--- src/rsc_pkg.sv ---
// shared constants and types of the reset source combiner
package rsc_pkg;

   // ------------------------------------------------------------------
   // widths
   // ------------------------------------------------------------------
   localparam int unsigned RSC_AW   = 4;
   localparam int unsigned RSC_DW   = 16;
   localparam int unsigned RSC_NSRC = 7;

   // ------------------------------------------------------------------
   // register offsets
   // ------------------------------------------------------------------
   localparam logic [RSC_AW-1:0] RSC_OFS_CAUSE    = 4'h0;
   localparam logic [RSC_AW-1:0] RSC_OFS_IRQ_STAT = 4'h1;
   localparam logic [RSC_AW-1:0] RSC_OFS_IRQ_MASK = 4'h2;
   localparam logic [RSC_AW-1:0] RSC_OFS_SCRATCH  = 4'h3;

   // ------------------------------------------------------------------
   // bit positions of the cause layout, shared by all three registers
   // ------------------------------------------------------------------
   localparam int unsigned RSC_BIT_POR      = 0;
   localparam int unsigned RSC_BIT_BROWNOUT = 1;
   localparam int unsigned RSC_BIT_EXT      = 2;
   localparam int unsigned RSC_BIT_SW_INSTR = 3;
   localparam int unsigned RSC_BIT_WATCHDOG = 4;
   localparam int unsigned RSC_BIT_TRAP     = 5;
   localparam int unsigned RSC_BIT_IOP      = 6;

   // ------------------------------------------------------------------
   // reset values
   // ------------------------------------------------------------------
   localparam logic [RSC_NSRC-1:0] RSC_CAUSE_POR_RST = 7'h01;
   localparam logic [RSC_NSRC-1:0] RSC_IRQ_STAT_RST  = 7'h00;
   localparam logic [RSC_NSRC-1:0] RSC_IRQ_MASK_RST  = 7'h00;
   localparam logic [RSC_DW-1:0]   RSC_RDATA_RST     = 16'h0000;
   localparam logic                RSC_PIN_IDLE      = 1'b1;

   // ------------------------------------------------------------------
   // carriers
   // ------------------------------------------------------------------
   typedef struct packed {
      logic iop;
      logic trap;
      logic watchdog;
      logic sw_instr;
      logic ext;
      logic brownout;
      logic por;
   } rsc_cause_s;

   typedef struct packed {
      logic              wr;
      logic              rd;
      logic [RSC_AW-1:0] addr;
      logic [RSC_DW-1:0] wdata;
   } rsc_bus_req_s;

endpackage : rsc_pkg

--- src/rsc_reset_source_combiner.sv ---
// reset source combiner: master reset, cause flags and event interrupt
// Functional notes
// - merge power-on, brownout, pin, instruction, watchdog, trap, opcode.
// - any active source asserts master reset; no source masks another.
// - chosen registers take defined values on reset; others keep data.
// - every reset sets the cause flag matching its kind.
// - power-on clears all cause flags but leaves bit 0 set.
// - software may write each cause flag to one or zero while its source is idle.
// - writing a cause flag never starts a reset.
//
// Local design decisions: the plain strobed port and the placing of the registers.
`timescale 1ns/1ps
module rsc_reset_source_combiner
   import rsc_pkg::*;
(
   input  wire logic               clk_i,
   input  wire logic               sys_rst_i,
   input  wire logic               ext_clear_n_i,
   input  wire logic               brownout_reset_source_i,
   input  wire logic               software_instruction_reset_i,
   input  wire logic               watchdog_timeout_reset_i,
   input  wire logic               trap_conflict_reset_i,
   input  wire logic               illegal_opcode_or_uninit_reg_reset_i,
   input  wire rsc_bus_req_s       bus_i,
   output logic [RSC_DW-1:0]       rdata_o,
   output logic                    master_system_reset_o,
   output logic                    irq_o
);

   // ------------------------------------------------------------------
   // declarations
   // ------------------------------------------------------------------
   logic                ext_act;
   logic                ext_lvl;
   rsc_cause_s          src;
   logic [RSC_NSRC-1:0] src_vec;
   logic [RSC_NSRC-1:0] rise;
   logic [RSC_NSRC-1:0] src_prev_q;
   logic [RSC_NSRC-1:0] cause_q;
   logic [RSC_NSRC-1:0] cause_d;
   logic [RSC_NSRC-1:0] stat_q;
   logic [RSC_NSRC-1:0] stat_d;
   logic [RSC_NSRC-1:0] mask_q;
   logic [RSC_NSRC-1:0] mask_d;
   logic [RSC_DW-1:0]   scratch_q;
   logic [RSC_DW-1:0]   scratch_d;
   logic [RSC_DW-1:0]   rdata_q;
   logic [RSC_DW-1:0]   rdata_d;
   logic                mrst_q;
   logic                mrst_d;
   logic                wr_cause;
   logic                wr_stat;
   logic                wr_mask;
   logic                wr_scratch;

   // ------------------------------------------------------------------
   // source gathering
   // ------------------------------------------------------------------
   // the clear pin is asynchronous to clk_i, so it is filtered first
   rsc_pin_sync u_pin_sync (
      .clk_i     (clk_i),
      .sys_rst_i (sys_rst_i),
      .pin_i     (ext_clear_n_i),
      .level_o   (ext_lvl)
   );

   assign ext_act = ~ext_lvl;

   // power-on acts through the async reset itself, so its live bit is 0
   always_comb
   begin
      src          = '0;
      src.por      = 1'b0;
      src.brownout = brownout_reset_source_i;
      src.ext      = ext_act;
      src.sw_instr = software_instruction_reset_i;
      src.watchdog = watchdog_timeout_reset_i;
      src.trap     = trap_conflict_reset_i;
      src.iop      = illegal_opcode_or_uninit_reg_reset_i;
   end

   assign src_vec = src;
   assign rise    = src_vec & ~src_prev_q;

   // ------------------------------------------------------------------
   // write decode
   // ------------------------------------------------------------------
   assign wr_cause   = bus_i.wr && (bus_i.addr == RSC_OFS_CAUSE);
   assign wr_stat    = bus_i.wr && (bus_i.addr == RSC_OFS_IRQ_STAT);
   assign wr_mask    = bus_i.wr && (bus_i.addr == RSC_OFS_IRQ_MASK);
   assign wr_scratch = bus_i.wr && (bus_i.addr == RSC_OFS_SCRATCH);

   // ------------------------------------------------------------------
   // master reset
   // ------------------------------------------------------------------
   // driven by sources only; register writes have no path here
   always_comb
   begin
      mrst_d = |src_vec;
   end

   always_ff @(posedge clk_i or posedge sys_rst_i)
   begin
      if (sys_rst_i)
      begin
         mrst_q     <= 1'b1;
         src_prev_q <= '0;
      end
      else
      begin
         mrst_q     <= mrst_d;
         src_prev_q <= src_vec;
      end
   end

   assign master_system_reset_o = mrst_q | sys_rst_i;

   // ------------------------------------------------------------------
   // cause flags
   // ------------------------------------------------------------------
   // a live source beats a software clear in the same cycle
   always_comb
   begin
      cause_d = cause_q;
      if (wr_cause)
      begin
         cause_d = bus_i.wdata[RSC_NSRC-1:0];
      end
      cause_d = cause_d | src_vec;
   end

   // of the resets, only power-on clears this register
   always_ff @(posedge clk_i or posedge sys_rst_i)
   begin
      if (sys_rst_i)
      begin
         cause_q <= RSC_CAUSE_POR_RST;
      end
      else
      begin
         cause_q <= cause_d;
      end
   end

   // ------------------------------------------------------------------
   // event interrupt
   // ------------------------------------------------------------------
   always_comb
   begin
      stat_d = stat_q;
      if (wr_stat)
      begin
         stat_d = stat_d & ~bus_i.wdata[RSC_NSRC-1:0];
      end
      stat_d = stat_d | rise;
   end

   // mask is the block's designated register: every reset defines it
   always_comb
   begin
      mask_d = mask_q;
      if (wr_mask)
      begin
         mask_d = bus_i.wdata[RSC_NSRC-1:0];
      end
      if (mrst_q)
      begin
         mask_d = RSC_IRQ_MASK_RST;
      end
   end

   always_ff @(posedge clk_i or posedge sys_rst_i)
   begin
      if (sys_rst_i)
      begin
         stat_q <= RSC_IRQ_STAT_RST;
         mask_q <= RSC_IRQ_MASK_RST;
      end
      else
      begin
         stat_q <= stat_d;
         mask_q <= mask_d;
      end
   end

   assign irq_o = |(stat_q & mask_q);

   // ------------------------------------------------------------------
   // scratch word
   // ------------------------------------------------------------------
   // no reset on purpose: survives every reset, undefined after power-on
   always_comb
   begin
      scratch_d = scratch_q;
      if (wr_scratch)
      begin
         scratch_d = bus_i.wdata;
      end
   end

   always_ff @(posedge clk_i)
   begin
      scratch_q <= scratch_d;
   end

   // ------------------------------------------------------------------
   // read port
   // ------------------------------------------------------------------
   always_comb
   begin
      rdata_d = RSC_RDATA_RST;
      if (bus_i.rd)
      begin
         unique case (bus_i.addr)
            RSC_OFS_CAUSE:
            begin
               rdata_d[RSC_NSRC-1:0] = cause_q;
            end
            RSC_OFS_IRQ_STAT:
            begin
               rdata_d[RSC_NSRC-1:0] = stat_q;
            end
            RSC_OFS_IRQ_MASK:
            begin
               rdata_d[RSC_NSRC-1:0] = mask_q;
            end
            RSC_OFS_SCRATCH:
            begin
               rdata_d = scratch_q;
            end
            default:
            begin
               rdata_d = RSC_RDATA_RST;
            end
         endcase
      end
   end

   always_ff @(posedge clk_i or posedge sys_rst_i)
   begin
      if (sys_rst_i)
      begin
         rdata_q <= RSC_RDATA_RST;
      end
      else
      begin
         rdata_q <= rdata_d;
      end
   end

   assign rdata_o = rdata_q;
endmodule : rsc_reset_source_combiner

--- src/rsc_pin_sync.sv ---
// three-stage pin synchroniser with agreement filter
`timescale 1ns/1ps
module rsc_pin_sync
   import rsc_pkg::*;
(
   input  wire logic clk_i,
   input  wire logic sys_rst_i,
   input  wire logic pin_i,
   output logic      level_o
);

   logic s1_q;
   logic s2_q;
   logic s3_q;
   logic lvl_q;
   logic lvl_d;

   // ------------------------------------------------------------------
   // filter
   // ------------------------------------------------------------------
   // the output moves only once stages two and three agree
   always_comb
   begin
      lvl_d = lvl_q;
      if (s2_q == s3_q)
      begin
         lvl_d = s3_q;
      end
   end

   always_ff @(posedge clk_i or posedge sys_rst_i)
   begin
      if (sys_rst_i)
      begin
         s1_q  <= RSC_PIN_IDLE;
         s2_q  <= RSC_PIN_IDLE;
         s3_q  <= RSC_PIN_IDLE;
         lvl_q <= RSC_PIN_IDLE;
      end
      else
      begin
         s1_q  <= pin_i;
         s2_q  <= s1_q;
         s3_q  <= s2_q;
         lvl_q <= lvl_d;
      end
   end

   assign level_o = lvl_q;

endmodule : rsc_pin_sync

--- config.mk ---
export PLATFORM = sky130hd
export DESIGN_NAME = rsc_reset_source_combiner
export DESIGN_NICKNAME = d
export VERILOG_FILES = /design/src/rsc_pkg.sv /design/src/rsc_reset_source_combiner.sv /design/src/rsc_pin_sync.sv
export SDC_FILE = /design/constraint.sdc
export NUM_CORES = 1
export LEC_CHECK = 0
export BUFFER_PORTS_ARGS = -buffer_cell sky130_fd_sc_hd__buf_2
export CELL_PAD_IN_SITES_DETAIL_PLACEMENT = 2
export CELL_PAD_IN_SITES_GLOBAL_PLACEMENT = 2
export CORE_ASPECT_RATIO = 1.1
export CORE_MARGIN = 4
export CORE_UTILIZATION = 28
export CTS_BUF_LIST = sky130_fd_sc_hd__clkbuf_8
export DETAILED_ROUTE_END_ITERATION = 8
export PLACE_DENSITY_LB_ADDON = 0.1
export SLEW_MARGIN = 10
export SYNTH_ARGS = -nofsm -noshare
export SYNTH_HDL_FRONTEND = slang
export SYNTH_SLANG_ARGS = --single-unit
--- constraint.sdc ---
create_clock -name clk_i -period 1.45 [get_ports clk_i]
set_input_delay 0.29 -clock clk_i [delete_from_list [all_inputs] [get_ports clk_i]]
set_output_delay 0.29 -clock clk_i [all_outputs]
set_load 0.02 [all_outputs]
# After elaboration in Yosys (flattened, before gate mapping)
# Index checks and enable logic that the tools add are counted.
dict set report op_classes {
  addsub 0
  multipliers 0
  n_div 0
  n_lt_le_gt_ge 0
  n_eq_ne 4
  n_shift 0
  n_mux 7
  bitwise_logic 9
  n_reduce_logical 8
}
# operator n
set op_table {}
lappend op_table {{$mux 7} 4}
lappend op_table {{$pmux 7 s4} 1}
lappend op_table {{$and 7x7->7} 3}
lappend op_table {{$mux 16} 1}
lappend op_table {{$not 7->7} 2}
lappend op_table {{$or 7x7->7} 2}
lappend op_table {{$mux 9} 1}
lappend op_table {{$eq 4x2->1 const B} 2}
lappend op_table {{$reduce_or 7->1} 1}
lappend op_table {{$reduce_or 6->1} 1}
lappend op_table {{$eq 4x1->1 const B} 1}
lappend op_table {{$logic_and 1x1->1} 4}
lappend op_table {{$logic_not 4->1} 1}
lappend op_table {{$reduce_bool 2->1} 1}
lappend op_table {{$eq 1x1->1} 1}
lappend op_table {{$not 1->1} 1}
lappend op_table {{$or 1x1->1} 1}
dict set report word_totals {
  reg_bits 64
  latchBits 0
  ram_bits 0
  mem_bits_ro 0
  in_bits 30
  out_inout_bits 18
  elab_cells 39
  mem_count 0
}

# Depth between registers and ports, before layout
# Gate-level depths: netlist (run 1).
dict set report depth {
  ltp_word 4
  mapped_depth 5
  ltp_nobuf 3
}

# Cells and area by module
# Synthesis (run 1) repeated with hierarchy kept, for this count alone.
dict set report hier_totals {
  hier_cells 185
  area_unflattened_um2 2478.6
}
# mod instances cells_each area_per_inst_um2 seq_area_each_um2
set by_module_without_submodules {}
lappend by_module_without_submodules {rsc_reset_source_combiner 1 179 2358.5 1584.0}
lappend by_module_without_submodules {rsc_pin_sync 1 6 120.1 105.1}

# Least setup slack after synthesis (run 1)
# Ideal clock, no wire load.
dict set report synth_path {
  path_kind {input to register}
  startpoint {input bus_i[16] in the netlist's numbering}
  endpoint {register scratch_q[0] (enable)}
  setup_time_ns 0.336
  t_arrival_ns 1.065
  required_ns 1.114
  setup_slack_ns 0.049
  cell_stages 3
  path_buffers 2
  path_cell_list {buf_2 buf_2 and4_2}
}
dict set report synth_between {
  elab_chain_len 2
}
# element line_no
set synth_lines {}
lappend synth_lines {{start, declared} rsc_reset_source_combiner.sv:24} ;# input wire rsc_bus_req_s bus_i,
lappend synth_lines {{$eq 4x2->1} rsc_reset_source_combiner.sv:91} ;# assign wr_scratch = bus_i.wr && (bus_i.addr == RSC_OFS_SCRATCH);
lappend synth_lines {{$logic_and 1x1->1} rsc_reset_source_combiner.sv:91}
lappend synth_lines {{named net wr_scratch} rsc_reset_source_combiner.sv:54} ;# logic wr_scratch;
lappend synth_lines {{end signal, assigned} rsc_reset_source_combiner.sv:203} ;# scratch_q <= scratch_d;
lappend synth_lines {{end, declared} rsc_reset_source_combiner.sv:45} ;# logic [RSC_DW-1:0] scratch_q;
# The timed path passes the listed nets, and every way through them passes these cells.
# A chain may end at the register's enable or synchronous reset.

# Worst setup path after layout (run 1)
dict set report layout_path {
  startpoint {register stat_q[6]}
  endpoint {output irq_o}
}
dict set report layout_between {
  elab_chain_len 2
}
# element line_no
set layout_lines {}
lappend layout_lines {{start, declared} rsc_reset_source_combiner.sv:41} ;# logic [RSC_NSRC-1:0] stat_q;
lappend layout_lines {{start signal, assigned} rsc_reset_source_combiner.sv:181} ;# stat_q <= stat_d;
lappend layout_lines {{$and 7x7->7} rsc_reset_source_combiner.sv:186} ;# assign irq_o = |(stat_q & mask_q);
lappend layout_lines {{$reduce_or 7->1} rsc_reset_source_combiner.sv:186}
lappend layout_lines {{end, declared} rsc_reset_source_combiner.sv:27} ;# output logic irq_o
# No other way between the ends.

==> results.json, run 1 <==
{
  "status": "complete, but fails checks",
  "violations": "negative setup slack",
  "grt_pass1_wl_mm": 10.9,
  "p_leak_nw": 1.51,
  "critPathMaxFanout": 2,
  "cts_made_buffers": 9,
  "arrival_ns": 1.47,
  "grt_pass1_vias": 1974,
  "wl_per_cell_um": 18.1,
  "routed_wl_mm": 6.78,
  "crit_slowest_cell": "dfrtp_1",
  "setup_violations": 1,
  "synth_area_per_cell_um2": 13.7,
  "num_vias": 1717,
  "layout.nets": 286,
  "synth-seq-area-share_pct": 65.3,
  "synth.top_cell.area_share_pct": 40.6,
  "cts_tree": "done",
  "maxCapViolations": 0,
  "io_buffers": 47,
  "seqCellArea_mm2": 0.00169,
  "whs_path_depth": 1,
  "fin_setup_tns_ns": -0.312,
  "dpl.hpwl_mm": 4.95,
  "grtUsageTotal_pct": 13.7,
  "async_reset_ff_share_pct": 75.0,
  "antenna_cells": 0,
  "cp_slowest_stage_delay_ns": 0.39,
  "fill_cells": 938,
  "r2r-end": "rdata_o[6]$_DFF_PP0_",
  "syn_area_mm2": 0.00259,
  "cts_max_level": 3,
  "fp.dieH_um": 109,
  "drc": 0,
  "clock_sinks": 64,
  "dr.pass1.iters": 4,
  "insertion_delay_ns": 0.35,
  "max_freq_ghz": 0.568,
  "die_w_um": 99.6,
  "antenna_found_initial": 0,
  "rsz0062_at_grt": "true",
  "slew_violations": 0,
  "worst_slack_ns": -0.312,
  "synth_fp_nets": 219,
  "antenna_left": 0,
  "cts-root-buf": "clkbuf_8",
  "r2r_cells": 4,
  "finalHoldViolCount": 0,
  "rrSetupSlack_ns": 0.29,
  "startpoint_type": "flip-flop",
  "coreArea_mm2": 0.00892,
  "die-area_mm2": 0.0108,
  "cp_data_required_time_ns": 1.16,
  "crit_type": "flip-flop to output port",
  "synth_ff_type": "dfrtp_1",
  "area_delta_synth_final_pct": 28.6,
  "avgViaCountPerCell": 4.58,
  "path_buf_inv": 1,
  "ioPinCount": 48,
  "grt.overflow.total": 0,
  "yosys_warnings": 0,
  "crit_path_start": "stat_q[6]$_DFF_PP0_",
  "synth-edff-count": 16,
  "place_area_mm2": 0.00305,
  "netlist_instances": 189,
  "grt_max_degree": 20,
  "power.density_mw_per_mm2": 1180,
  "drive_above_1_share_pct": 36.4,
  "cp-end-kind": "output port",
  "holdPathEnd": "u_pin_sync.s1_q$_DFF_PP1_",
  "synth_seq_cells": 64,
  "hp-start": "ext_clear_n_i",
  "post-route-period-util_pct": 122,
  "rr_startpoint": "stat_q[6]$_DFF_PP0_",
  "place.gp.congestion": 0.699,
  "num_rows": 36,
  "ir_drop_v": 0.000449,
  "path_cells": "a222oi_1 > nand3_1 > buf_6",
  "finClkSkew_ns": 0.00947,
  "drt_iter0_drc": 39,
  "fin_area_mm2": 0.00333,
  "crit_family": "flip-flops",
  "synth_cell_types": 34,
  "synth_top_cell_by_area": "dfrtp_1",
  "synth_area_leaders": "dfrtp_1, edfxtp_1, mux2i_1, dfstp_2, nand2b_1",
  "period_needed_ns": 1.76,
  "clkTransAtPathRegs_ns": 0.07,
  "hp-class": "primary input to flip-flop",
  "relSlewSlack_pct": 75.9,
  "tightest_slew_ns": 0.362,
  "cts_buffer_depth": 2,
  "start_util_pct": 29.0,
  "multiInputGateArea_um2": 790
}
==> sequential cells by signal, indices dropped and copies added (netlist names) <==
name and count:
mrst_q 1, u_pin_sync.s1_q 1, rdata_o 16, mask_q 7, scratch_q 16, u_pin_sync.level_o 1
u_pin_sync.s3_q 1, stat_q 7, u_pin_sync.s2_q 1, src_prev_q 6, cause_q 7
==> area by class of cell <==
type	instances	share of cell area [%]
clock buffers	10	4.14
clock inverters	6	2.48
inverters	9	1.02
multi-input cells	105	23.7
flip-flops and latches	64	50.8
well taps	114	4.29
repair buffers	67	13.5
==> worst register-to-register path, delay by kind of cell (launching register included) <==
kind / cells / cell delay (ns)
simple gates: 1 / 0.19
flops: 1 / 0.39
mux: 1 / 0.21
buf+inv: 1 / 0.14
compound gates: 1 / 0.11
==> worst max path at each step <==
stage	end	cells after the start
3_3_place_gp	irq_o	3
3_5_place_dp	irq_o	3
5_1_grt	irq_o	3
2_1_floorplan	cause_q[1]$_DFF_PP0_	1
6_report	irq_o	3
4_1_cts	irq_o	3
==> power by group <==
part | switching [W] | internal, W | leakage (nW)
combinational | 0.000150 | 0.000123 | 0.684
clock | 0.000715 | 0.00101 | 0.112
sequential | 0.0000295 | 0.00191 | 0.717
==> routing by layer <==
| layer | part of all wire (%) | up-vias | GRT usage, % |
|---|---|---|---|
| li1 | - | 809 | - |
| met1 | 46 | 853 | 17.3 |
| met2 | 47 | 48 | 22.1 |
| met3 | 5.4 | 7 | 4.29 |
| met4 | 1.5 | 0 | 4.98 |
| met5 | 0 | - | 0 |
==> cells in the mapped netlist (2+ instances only) <==
master / instances
a22o_1: 5
a22oi_1: 2
and2_1: 9
and3_1: 7
and4_2: 2
buf_2: 4
buf_4: 2
buf_6: 3
clkbuf_1: 2
dfrtp_1: 42
dfstp_2: 6
edfxtp_1: 16
inv_1: 9
mux2i_1: 26
nand2b_1: 14
nand4_1: 6
nor2_1: 10
o22ai_1: 7
or3_1: 2
==> kinds of logic after synthesis <==
family | share of synthesized area [%]
buffers and inverters | 4.26
and+or+nand+nor | 14.1
adders and majority gates | 0.387
DFF | 65.3
AOI/OAI and AO/OA | 5.32
muxes | 10.6
==> stage by stage <==
step	hold WS (ns)	instances	setup WS (ns)	utilization [%]	power [W]
after detailed placement	0.283	354	0.00286	34.2	0.00225
after global routing	0.0198	375	-0.429	37.3	0.00411
after floorplan	0.294	189	0.0255	-	0.00210
after global placement	0.279	354	-0.0278	34.2	0.00224
final	0.0446	375	-0.312	37.3	0.00393
after CTS	0.0276	374	-0.351	37.2	0.00400
==> cell usage in the layout (no fill, tap or decap), drive strengths merged, types with 2 or more instances in the layout <==
master   n
o22ai    7
dfrtp   42
mux2i   26
bufinv   2
inv      9
dfstp    6
nor2    11
nand4    6
a22oi    2
clkbuf  10
buf     66
and2     9
clkinv   3
nand2b  14
and4     2
edfxtp  16
and3     7
a22o     5
or3      2
==> what timing repair did <==
item / CTS / global route
resized for setup: 4 / 1
pin swaps: 2 / 1
endpoints found under the setup margin: 2 / 2
endpoints found under the hold margin: 10 / 0
setup buffers: 3 / 1
hold buffers: 1 / 0
No activity file was read; power rests on OpenSTA's default activity.
==> run 2, diff against run 1 <==
--- a/config.mk
+++ b/config.mk
@@ -6,10 +6,10 @@
 export NUM_CORES = 1
 export LEC_CHECK = 0
 export BUFFER_PORTS_ARGS = -buffer_cell sky130_fd_sc_hd__buf_2
-export CELL_PAD_IN_SITES_DETAIL_PLACEMENT = 2
+export CELL_PAD_IN_SITES_DETAIL_PLACEMENT = 0
 export CELL_PAD_IN_SITES_GLOBAL_PLACEMENT = 2
 export CORE_ASPECT_RATIO = 1.1
-export CORE_MARGIN = 4
+export CORE_MARGIN = 2
 export CORE_UTILIZATION = 28
 export CTS_BUF_LIST = sky130_fd_sc_hd__clkbuf_8
 export DETAILED_ROUTE_END_ITERATION = 8
@@ -17,4 +17,5 @@
 export SLEW_MARGIN = 10
 export SYNTH_ARGS = -nofsm -noshare
 export SYNTH_HDL_FRONTEND = slang
+export SYNTH_HIERARCHICAL = 1
 export SYNTH_SLANG_ARGS = --single-unit
==> run 2 against run 1 <==
The flow finishes with violations (negative hold slack, negative setup slack); global-route usage is 1.4 points higher; first-iteration DRC count grew 120%; synthesized cell count down 2.1%; synthesized area down 4.2%; critical path depth is the same; non-clock buffer count is 2 higher; combinational power fell by 4%; highest routed layer unchanged; core utilization is 0.63 points lower; critical path type unchanged.
==> results.json, run 2 <==
{
  "status": "complete, but fails checks",
  "violations": "negative hold slack, negative setup slack",
  "p_comb_share_pct": 7.3,
  "num_rows": 36,
  "cp-end-kind": "output port",
  "post-route-period-util_pct": 118,
  "layout.nets": 288,
  "synth-seq-area-share_pct": 68.1,
  "grtUsageTotal_pct": 15.1,
  "finClkSkew_ns": 0.0116,
  "area_delta_synth_final_pct": 29.2,
  "synth_mux_area_share_pct": 3.63,
  "clkTransAtPathRegs_ns": 0.08,
  "ys_top_cells_by_count": "dfrtp_1, edfxtp_1, a21oi_1, nand3_1, and2_1",
  "pwr-share-clk_pct": 38.7,
  "startpoint_type": "flip-flop",
  "final_common_cell": "buf_2",
  "antenna_found_initial": 0,
  "synth_cell_types": 33,
  "netlist_instances": 185,
  "final_cell_mix": "buf_2, dfrtp_1, buf_4",
  "period_needed_ns": 1.72,
  "hp-class": "primary input to asynchronous set/reset pin",
  "synth_area_per_cell_um2": 13.4,
  "arrival_ns": 1.43,
  "syn_area_mm2": 0.00248,
  "cts_tree": "done",
  "grt_pass1_vias": 1829,
  "insertion_delay_ns": 0.34,
  "synthAdderAreaFrac_pct": 0.454,
  "synth-edff-count": 16,
  "synth_simple_gate_area_share_pct": 13.2,
  "dp_worst_setup_slack_ns": -0.00885,
  "synth_area_leaders": "dfrtp_1, edfxtp_1, dfstp_2, a21oi_1, nand3_1",
  "routed_wl_mm": 6.51,
  "cp_slowest_stage_delay_ns": 0.39,
  "antenna_left": 0,
  "grt_pass1_wl_mm": 10.3,
  "slew_violations": 0,
  "avgViaCountPerCell": 4.61,
  "p_leak_nw": 1.44,
  "coreArea_mm2": 0.00874,
  "ioPinCount": 48,
  "yosys_warnings": 6,
  "rsz0062_at_grt": "true",
  "switching_share_pct": 23.2,
  "synth_fp_nets": 215,
  "drive_above_1_share_pct": 36.9,
  "start_util_pct": 28.4,
  "grt_max_degree": 45,
  "io_buffers": 47,
  "synth_seq_cells": 64,
  "maxCapViolations": 0,
  "fp.dieH_um": 103,
  "setup_violations": 1,
  "power.density_mw_per_mm2": 1120,
  "synth_top_cell_by_area": "dfrtp_1",
  "power_frac_seq_pct": 54.0,
  "crit_type": "flip-flop to output port",
  "synth_xor_area_share_pct": 0,
  "clock_sinks": 64,
  "synth_top_family_by_area": "simple AND/OR/NAND/NOR gates",
  "cell_internal_pwr_w": 0.00276,
  "die-area_mm2": 0.00962,
  "cts-root-buf": "clkbuf_8",
  "dpl.hpwl_mm": 4.42,
  "finalHoldViolCount": 4,
  "path_cells": "a222oi_1 > nand3_1 > buf_2",
  "max_freq_ghz": 0.583,
  "tightest_slew_ns": 0.385,
  "wl_per_cell_um": 17.3,
  "relSlewSlack_pct": 74.3,
  "num_vias": 1738,
  "holdWs_ns": -0.00250,
  "dr.pass1.iters": 4,
  "ir_drop_v": 0.000370,
  "synth_most_common_cell": "dfrtp_1",
  "async_reset_ff_share_pct": 75.0,
  "cts_max_level": 3,
  "drt_iter0_drc": 84,
  "synth_ff_type": "dfrtp_1",
  "place.gp.congestion": 0.720,
  "die_w_um": 93.7,
  "critPathMaxFanout": 2,
  "drc": 0,
  "cts_buffer_depth": 2,
  "cts_made_buffers": 9,
  "cp_data_required_time_ns": 1.16,
  "synth-compound-area-share_pct": 11.9,
  "crit_slowest_cell": "dfrtp_1",
  "p_sw_w": 0.000834,
  "worst_slack_ns": -0.266,
  "antenna_cells": 0,
  "grt.overflow.total": 0,
  "synth.top_cell.area_share_pct": 42.4
}
-- run 2: cell count changes after synthesis, moves of 9 or more --
cell / delta
mux2i_1: -26
a21oi_1: +14
nand2b_1: -13
nand3_1: +13
nand2_1: +9
nor2_1: -9
-- run 2: cell type report --
cell class	instances	area (µm²)
fillers	916	5540
flip-flops and latches	64	1690
repair buffers	69	432
multi-input cells	105	726
inverters	9	33.8
clock inverters	4	15.0
clock buffers	12	165
well taps	114	143
-- run 2: final timing paths --
path | startpoint | slack, ns | cells past startpoint | to
setup / recovery | stat_q[3]$_DFF_PP0_ | -0.27 | 3 | irq_o
setup reg to reg | mask_q[6]$_DFFE_PP0P_ | 0.25 | 4 | rdata_o[6]$_DFF_PP0_
max in group asynchronous | sys_rst_i | 1.17 | 3 | cause_q[0]$_DFFE_PP1P_
hold reg to reg | u_pin_sync/s1_q$_DFF_PP1_ | 0.36 | 0 | u_pin_sync/s2_q$_DFF_PP1_
min in group clk_i | ext_clear_n_i | 0.05 | 1 | u_pin_sync/s1_q$_DFF_PP1_
hold / removal | sys_rst_i | -0.002 | 3 | stat_q[4]$_DFF_PP0_
-- run 2: critical path: cells and delay by family (launching register included) --
family | cells | cell delay [ns]
AO/OA/AOI/OAI | 1 | 0.37
buffers and inverters | 1 | 0.18
AND/OR/NAND/NOR | 1 | 0.14
flip-flops | 1 | 0.39
-- run 2: layer usage --
| metal | vias to the layer above | track usage, % | part of all wire, % |
|---|---|---|---|
| li1 | 817 | - | - |
| met1 | 884 | 19.1 | 46 |
| met2 | 29 | 24.4 | 49 |
| met3 | 8 | 4.97 | 3.2 |
| met4 | 0 | 5.24 | 1.6 |
| met5 | - | 0 | 0 |
-- run 2: power groups by stage --
stage	sequential [W]	combinational [W]	clock, W
2_1_floorplan	0.00197	0.000109	0
3_3_place_gp	0.00198	0.000268	0
3_5_place_dp	0.00198	0.000267	0
4_1_cts	0.00194	0.000269	0.00144
5_1_grt	0.00194	0.000291	0.00152
6_report	0.00194	0.000262	0.00139
-- run 2: logic make-up (layout without fill, tap and decap cells) --
group           Yosys count  after routing
compound gates           44             44
fa+ha+maj                 1              1
buf+inv                  16             94
flops                    64             64
mux                       8              8
simple gates             52             52
-- run 2: through the flow --
| stage | TNS (ns) | util [%] | area, µm² | instances | power [W] |
|---|---|---|---|---|---|
| 2_1_floorplan | 0 | - | 2480 | 185 | 0.00208 |
| 3_3_place_gp | 0 | 34.4 | 3010 | 360 | 0.00224 |
| 3_5_place_dp | -0.0857 | 34.4 | 3010 | 360 | 0.00224 |
| 4_1_cts | -0.289 | 36.7 | 3200 | 377 | 0.00365 |
| 5_1_grt | -0.382 | 36.7 | 3200 | 377 | 0.00376 |
| 6_report | -0.266 | 36.7 | 3200 | 377 | 0.00359 |
-- run 2: timing repair --
| item | in CTS | in global routing |
|---|---|---|
| setup endpoints to repair | 2 | 2 |
| pin swaps | 2 | 2 |
| buffers inserted | 1 | 0 |
| hold buffers | 0 | 0 |
| gates resized for setup | 3 | 0 |
==> run 3, diff against run 2 <==
--- a/config.mk
+++ b/config.mk
@@ -6,10 +6,11 @@
 export NUM_CORES = 1
 export LEC_CHECK = 0
 export BUFFER_PORTS_ARGS = -buffer_cell sky130_fd_sc_hd__buf_2
+export CAP_MARGIN = 10
 export CELL_PAD_IN_SITES_DETAIL_PLACEMENT = 0
 export CELL_PAD_IN_SITES_GLOBAL_PLACEMENT = 2
 export CORE_ASPECT_RATIO = 1.1
-export CORE_MARGIN = 2
+export CORE_MARGIN = 1
 export CORE_UTILIZATION = 28
 export CTS_BUF_LIST = sky130_fd_sc_hd__clkbuf_8
 export DETAILED_ROUTE_END_ITERATION = 8
==> constraint.sdc (replaced) <==
create_clock -name clk_i -period 2 [get_ports clk_i]
set_input_delay 0.4 -clock clk_i [delete_from_list [all_inputs] [get_ports clk_i]]
set_output_delay 0.4 -clock clk_i [all_outputs]
set_load 0.02 [all_outputs]
==> run 3 against run 2 <==
The run now ends clean; power down 31%; sequential share of layout area up 2.7 points; via count down 2.9%; design area down 4.8%; global-route usage down 0.22 points; critical path depth unchanged; sequential power down 27%; highest routed layer unchanged; flip-flop and latch count unchanged; routed wire length down 6.2%; die area down 4.0%.
==> results.json, run 3 (same netlist as run 2, synthesis figures left out) <==
{
  "avgViaCountPerCell": 4.66,
  "cts_made_buffers": 9,
  "path_cells": "a222oi_1 > nand3_1 > buf_2",
  "critPathMaxFanout": 3,
  "p_leak_nw": 1.35,
  "antenna_found_initial": 0,
  "setup_violations": 0,
  "grt.overflow.total": 0,
  "antenna_cells": 0,
  "dp_worst_setup_slack_ns": 0.334,
  "fin_setup_tns_ns": 0,
  "final_cell_mix": "buf_2, dfrtp_1, edfxtp_1",
  "cts_setup_buffers": 0,
  "finalHoldViolCount": 0,
  "dr.pass1.iters": 5,
  "area_delta_synth_final_pct": 23.0,
  "coreArea_mm2": 0.00850,
  "fp.dieH_um": 101,
  "max_freq_ghz": 0.531,
  "multiInputGateArea_um2": 722,
  "cp_data_required_time_ns": 1.60,
  "cts_max_level": 3,
  "rsz0062_at_grt": "true",
  "num_rows": 35,
  "period_needed_ns": 1.88,
  "drc": 0,
  "post-route-period-util_pct": 94.2,
  "antenna_left": 0,
  "drive_above_1_share_pct": 33.9,
  "hp-class": "primary input to asynchronous set/reset pin",
  "clock_sinks": 64,
  "num_vias": 1688,
  "clkTransAtPathRegs_ns": 0.07,
  "crit_type": "flip-flop to output port",
  "die_w_um": 91.7,
  "relSlewSlack_pct": 65.1,
  "grt_pass1_vias": 1779,
  "maxCapViolations": 0,
  "grt_max_degree": 21,
  "dpl.hpwl_mm": 4.28,
  "arrival_ns": 1.48,
  "ir_drop_v": 0.000302,
  "cts_buffer_depth": 2,
  "routed_wl_mm": 6.11,
  "status": "complete, no violations",
  "place.gp.congestion": 0.707,
  "ioPinCount": 48,
  "finClkSkew_ns": 0.00678,
  "fill_cells": 890,
  "startpoint_type": "flip-flop",
  "dp.cells": 346,
  "worst_slack_ns": 0.116,
  "cp-end-kind": "output port",
  "wl_per_cell_um": 16.9,
  "power.density_mw_per_mm2": 814,
  "layout.nets": 276,
  "insertion_delay_ns": 0.34,
  "cp_slowest_stage_delay_ns": 0.41,
  "grtUsageTotal_pct": 14.9,
  "io_buffers": 47,
  "cts-root-buf": "clkbuf_8",
  "final_common_cell": "buf_2",
  "slew_violations": 0,
  "layout.cells.non_filler": 362,
  "seqCellArea_mm2": 0.00169,
  "tightest_slew_ns": 0.521,
  "start_util_pct": 29.2,
  "rrSetupSlack_ns": 0.93,
  "drt_iter0_drc": 61,
  "cts_tree": "done",
  "grt_pass1_wl_mm": 9.78,
  "crit_slowest_cell": "dfrtp_1",
  "die-area_mm2": 0.00923
}
[run 3: final cells by class]
class / instances / share of cell area [%]
Clock buffer: 9 / 4.06
Tap cell: 111 / 4.55
Sequential cell: 64 / 55.4
Timing Repair Buffer: 57 / 10.2
Clock inverter: 7 / 1.03
Inverter: 9 / 1.11
Multi-Input combinational cell: 105 / 23.7
[run 3: stage by stage]
stage | cell area, µm² | util, % | hold slack [ns] | total power (W)
global placement | 2890 | 34.1 | 0.351 | 0.00161
floorplan | 2480 | - | 0.345 | 0.00151
CTS | 3050 | 35.9 | 0.0944 | 0.00253
detailed placement | 2890 | 34.1 | 0.347 | 0.00161
finish | 3050 | 35.9 | 0.0895 | 0.00248
global route | 3050 | 35.9 | 0.128 | 0.00260
[run 3: what timing repair did]
| item | 4_1_cts | 5_1_grt |
|---|---|---|
| resized for setup | 0 | 0 |
| endpoints found under the setup margin | 0 | 1 |
| hold buffers | 0 | 0 |
[run 3: path summary, 6_finish.rpt]
kind	endpoint	startpoint	depth (start not counted)
setup reg to reg	rdata_o[6]$_DFF_PP0_	mask_q[6]$_DFFE_PP0P_	3
max in group asynchronous	cause_q[0]$_DFFE_PP1P_	sys_rst_i	3
min in group clk_i	u_pin_sync/s1_q$_DFF_PP1_	ext_clear_n_i	1
hold reg to reg	u_pin_sync/s2_q$_DFF_PP1_	u_pin_sync/s1_q$_DFF_PP1_	0
hold / removal	cause_q[2]$_DFF_PP0_	sys_rst_i	2
setup / recovery	irq_o	stat_q[6]$_DFF_PP0_	3
[run 3: layer usage]
metal	part of all wire [%]	GRT usage, %	vias to the layer above
li1	-	-	800
met1	47	19.5	833
met2	47	22.6	39
met3	3.2	3.02	16
met4	3.4	9.25	0
met5	0	0	-
[run 3: power breakdown]
part / total (W) / switching, W / internal [W]
Sequential: 0.00141 / 0.0000205 / 0.00139
Combinational: 0.000170 / 0.000105 / 0.0000648
Clock: 0.000906 / 0.000479 / 0.000427
[run 3: critical path, delay by kind of cell (launching register included)]
family / cells / cell delay, ns
compound gates: 1 / 0.40
simple gates: 1 / 0.15
buf+inv: 1 / 0.19
flops: 1 / 0.41
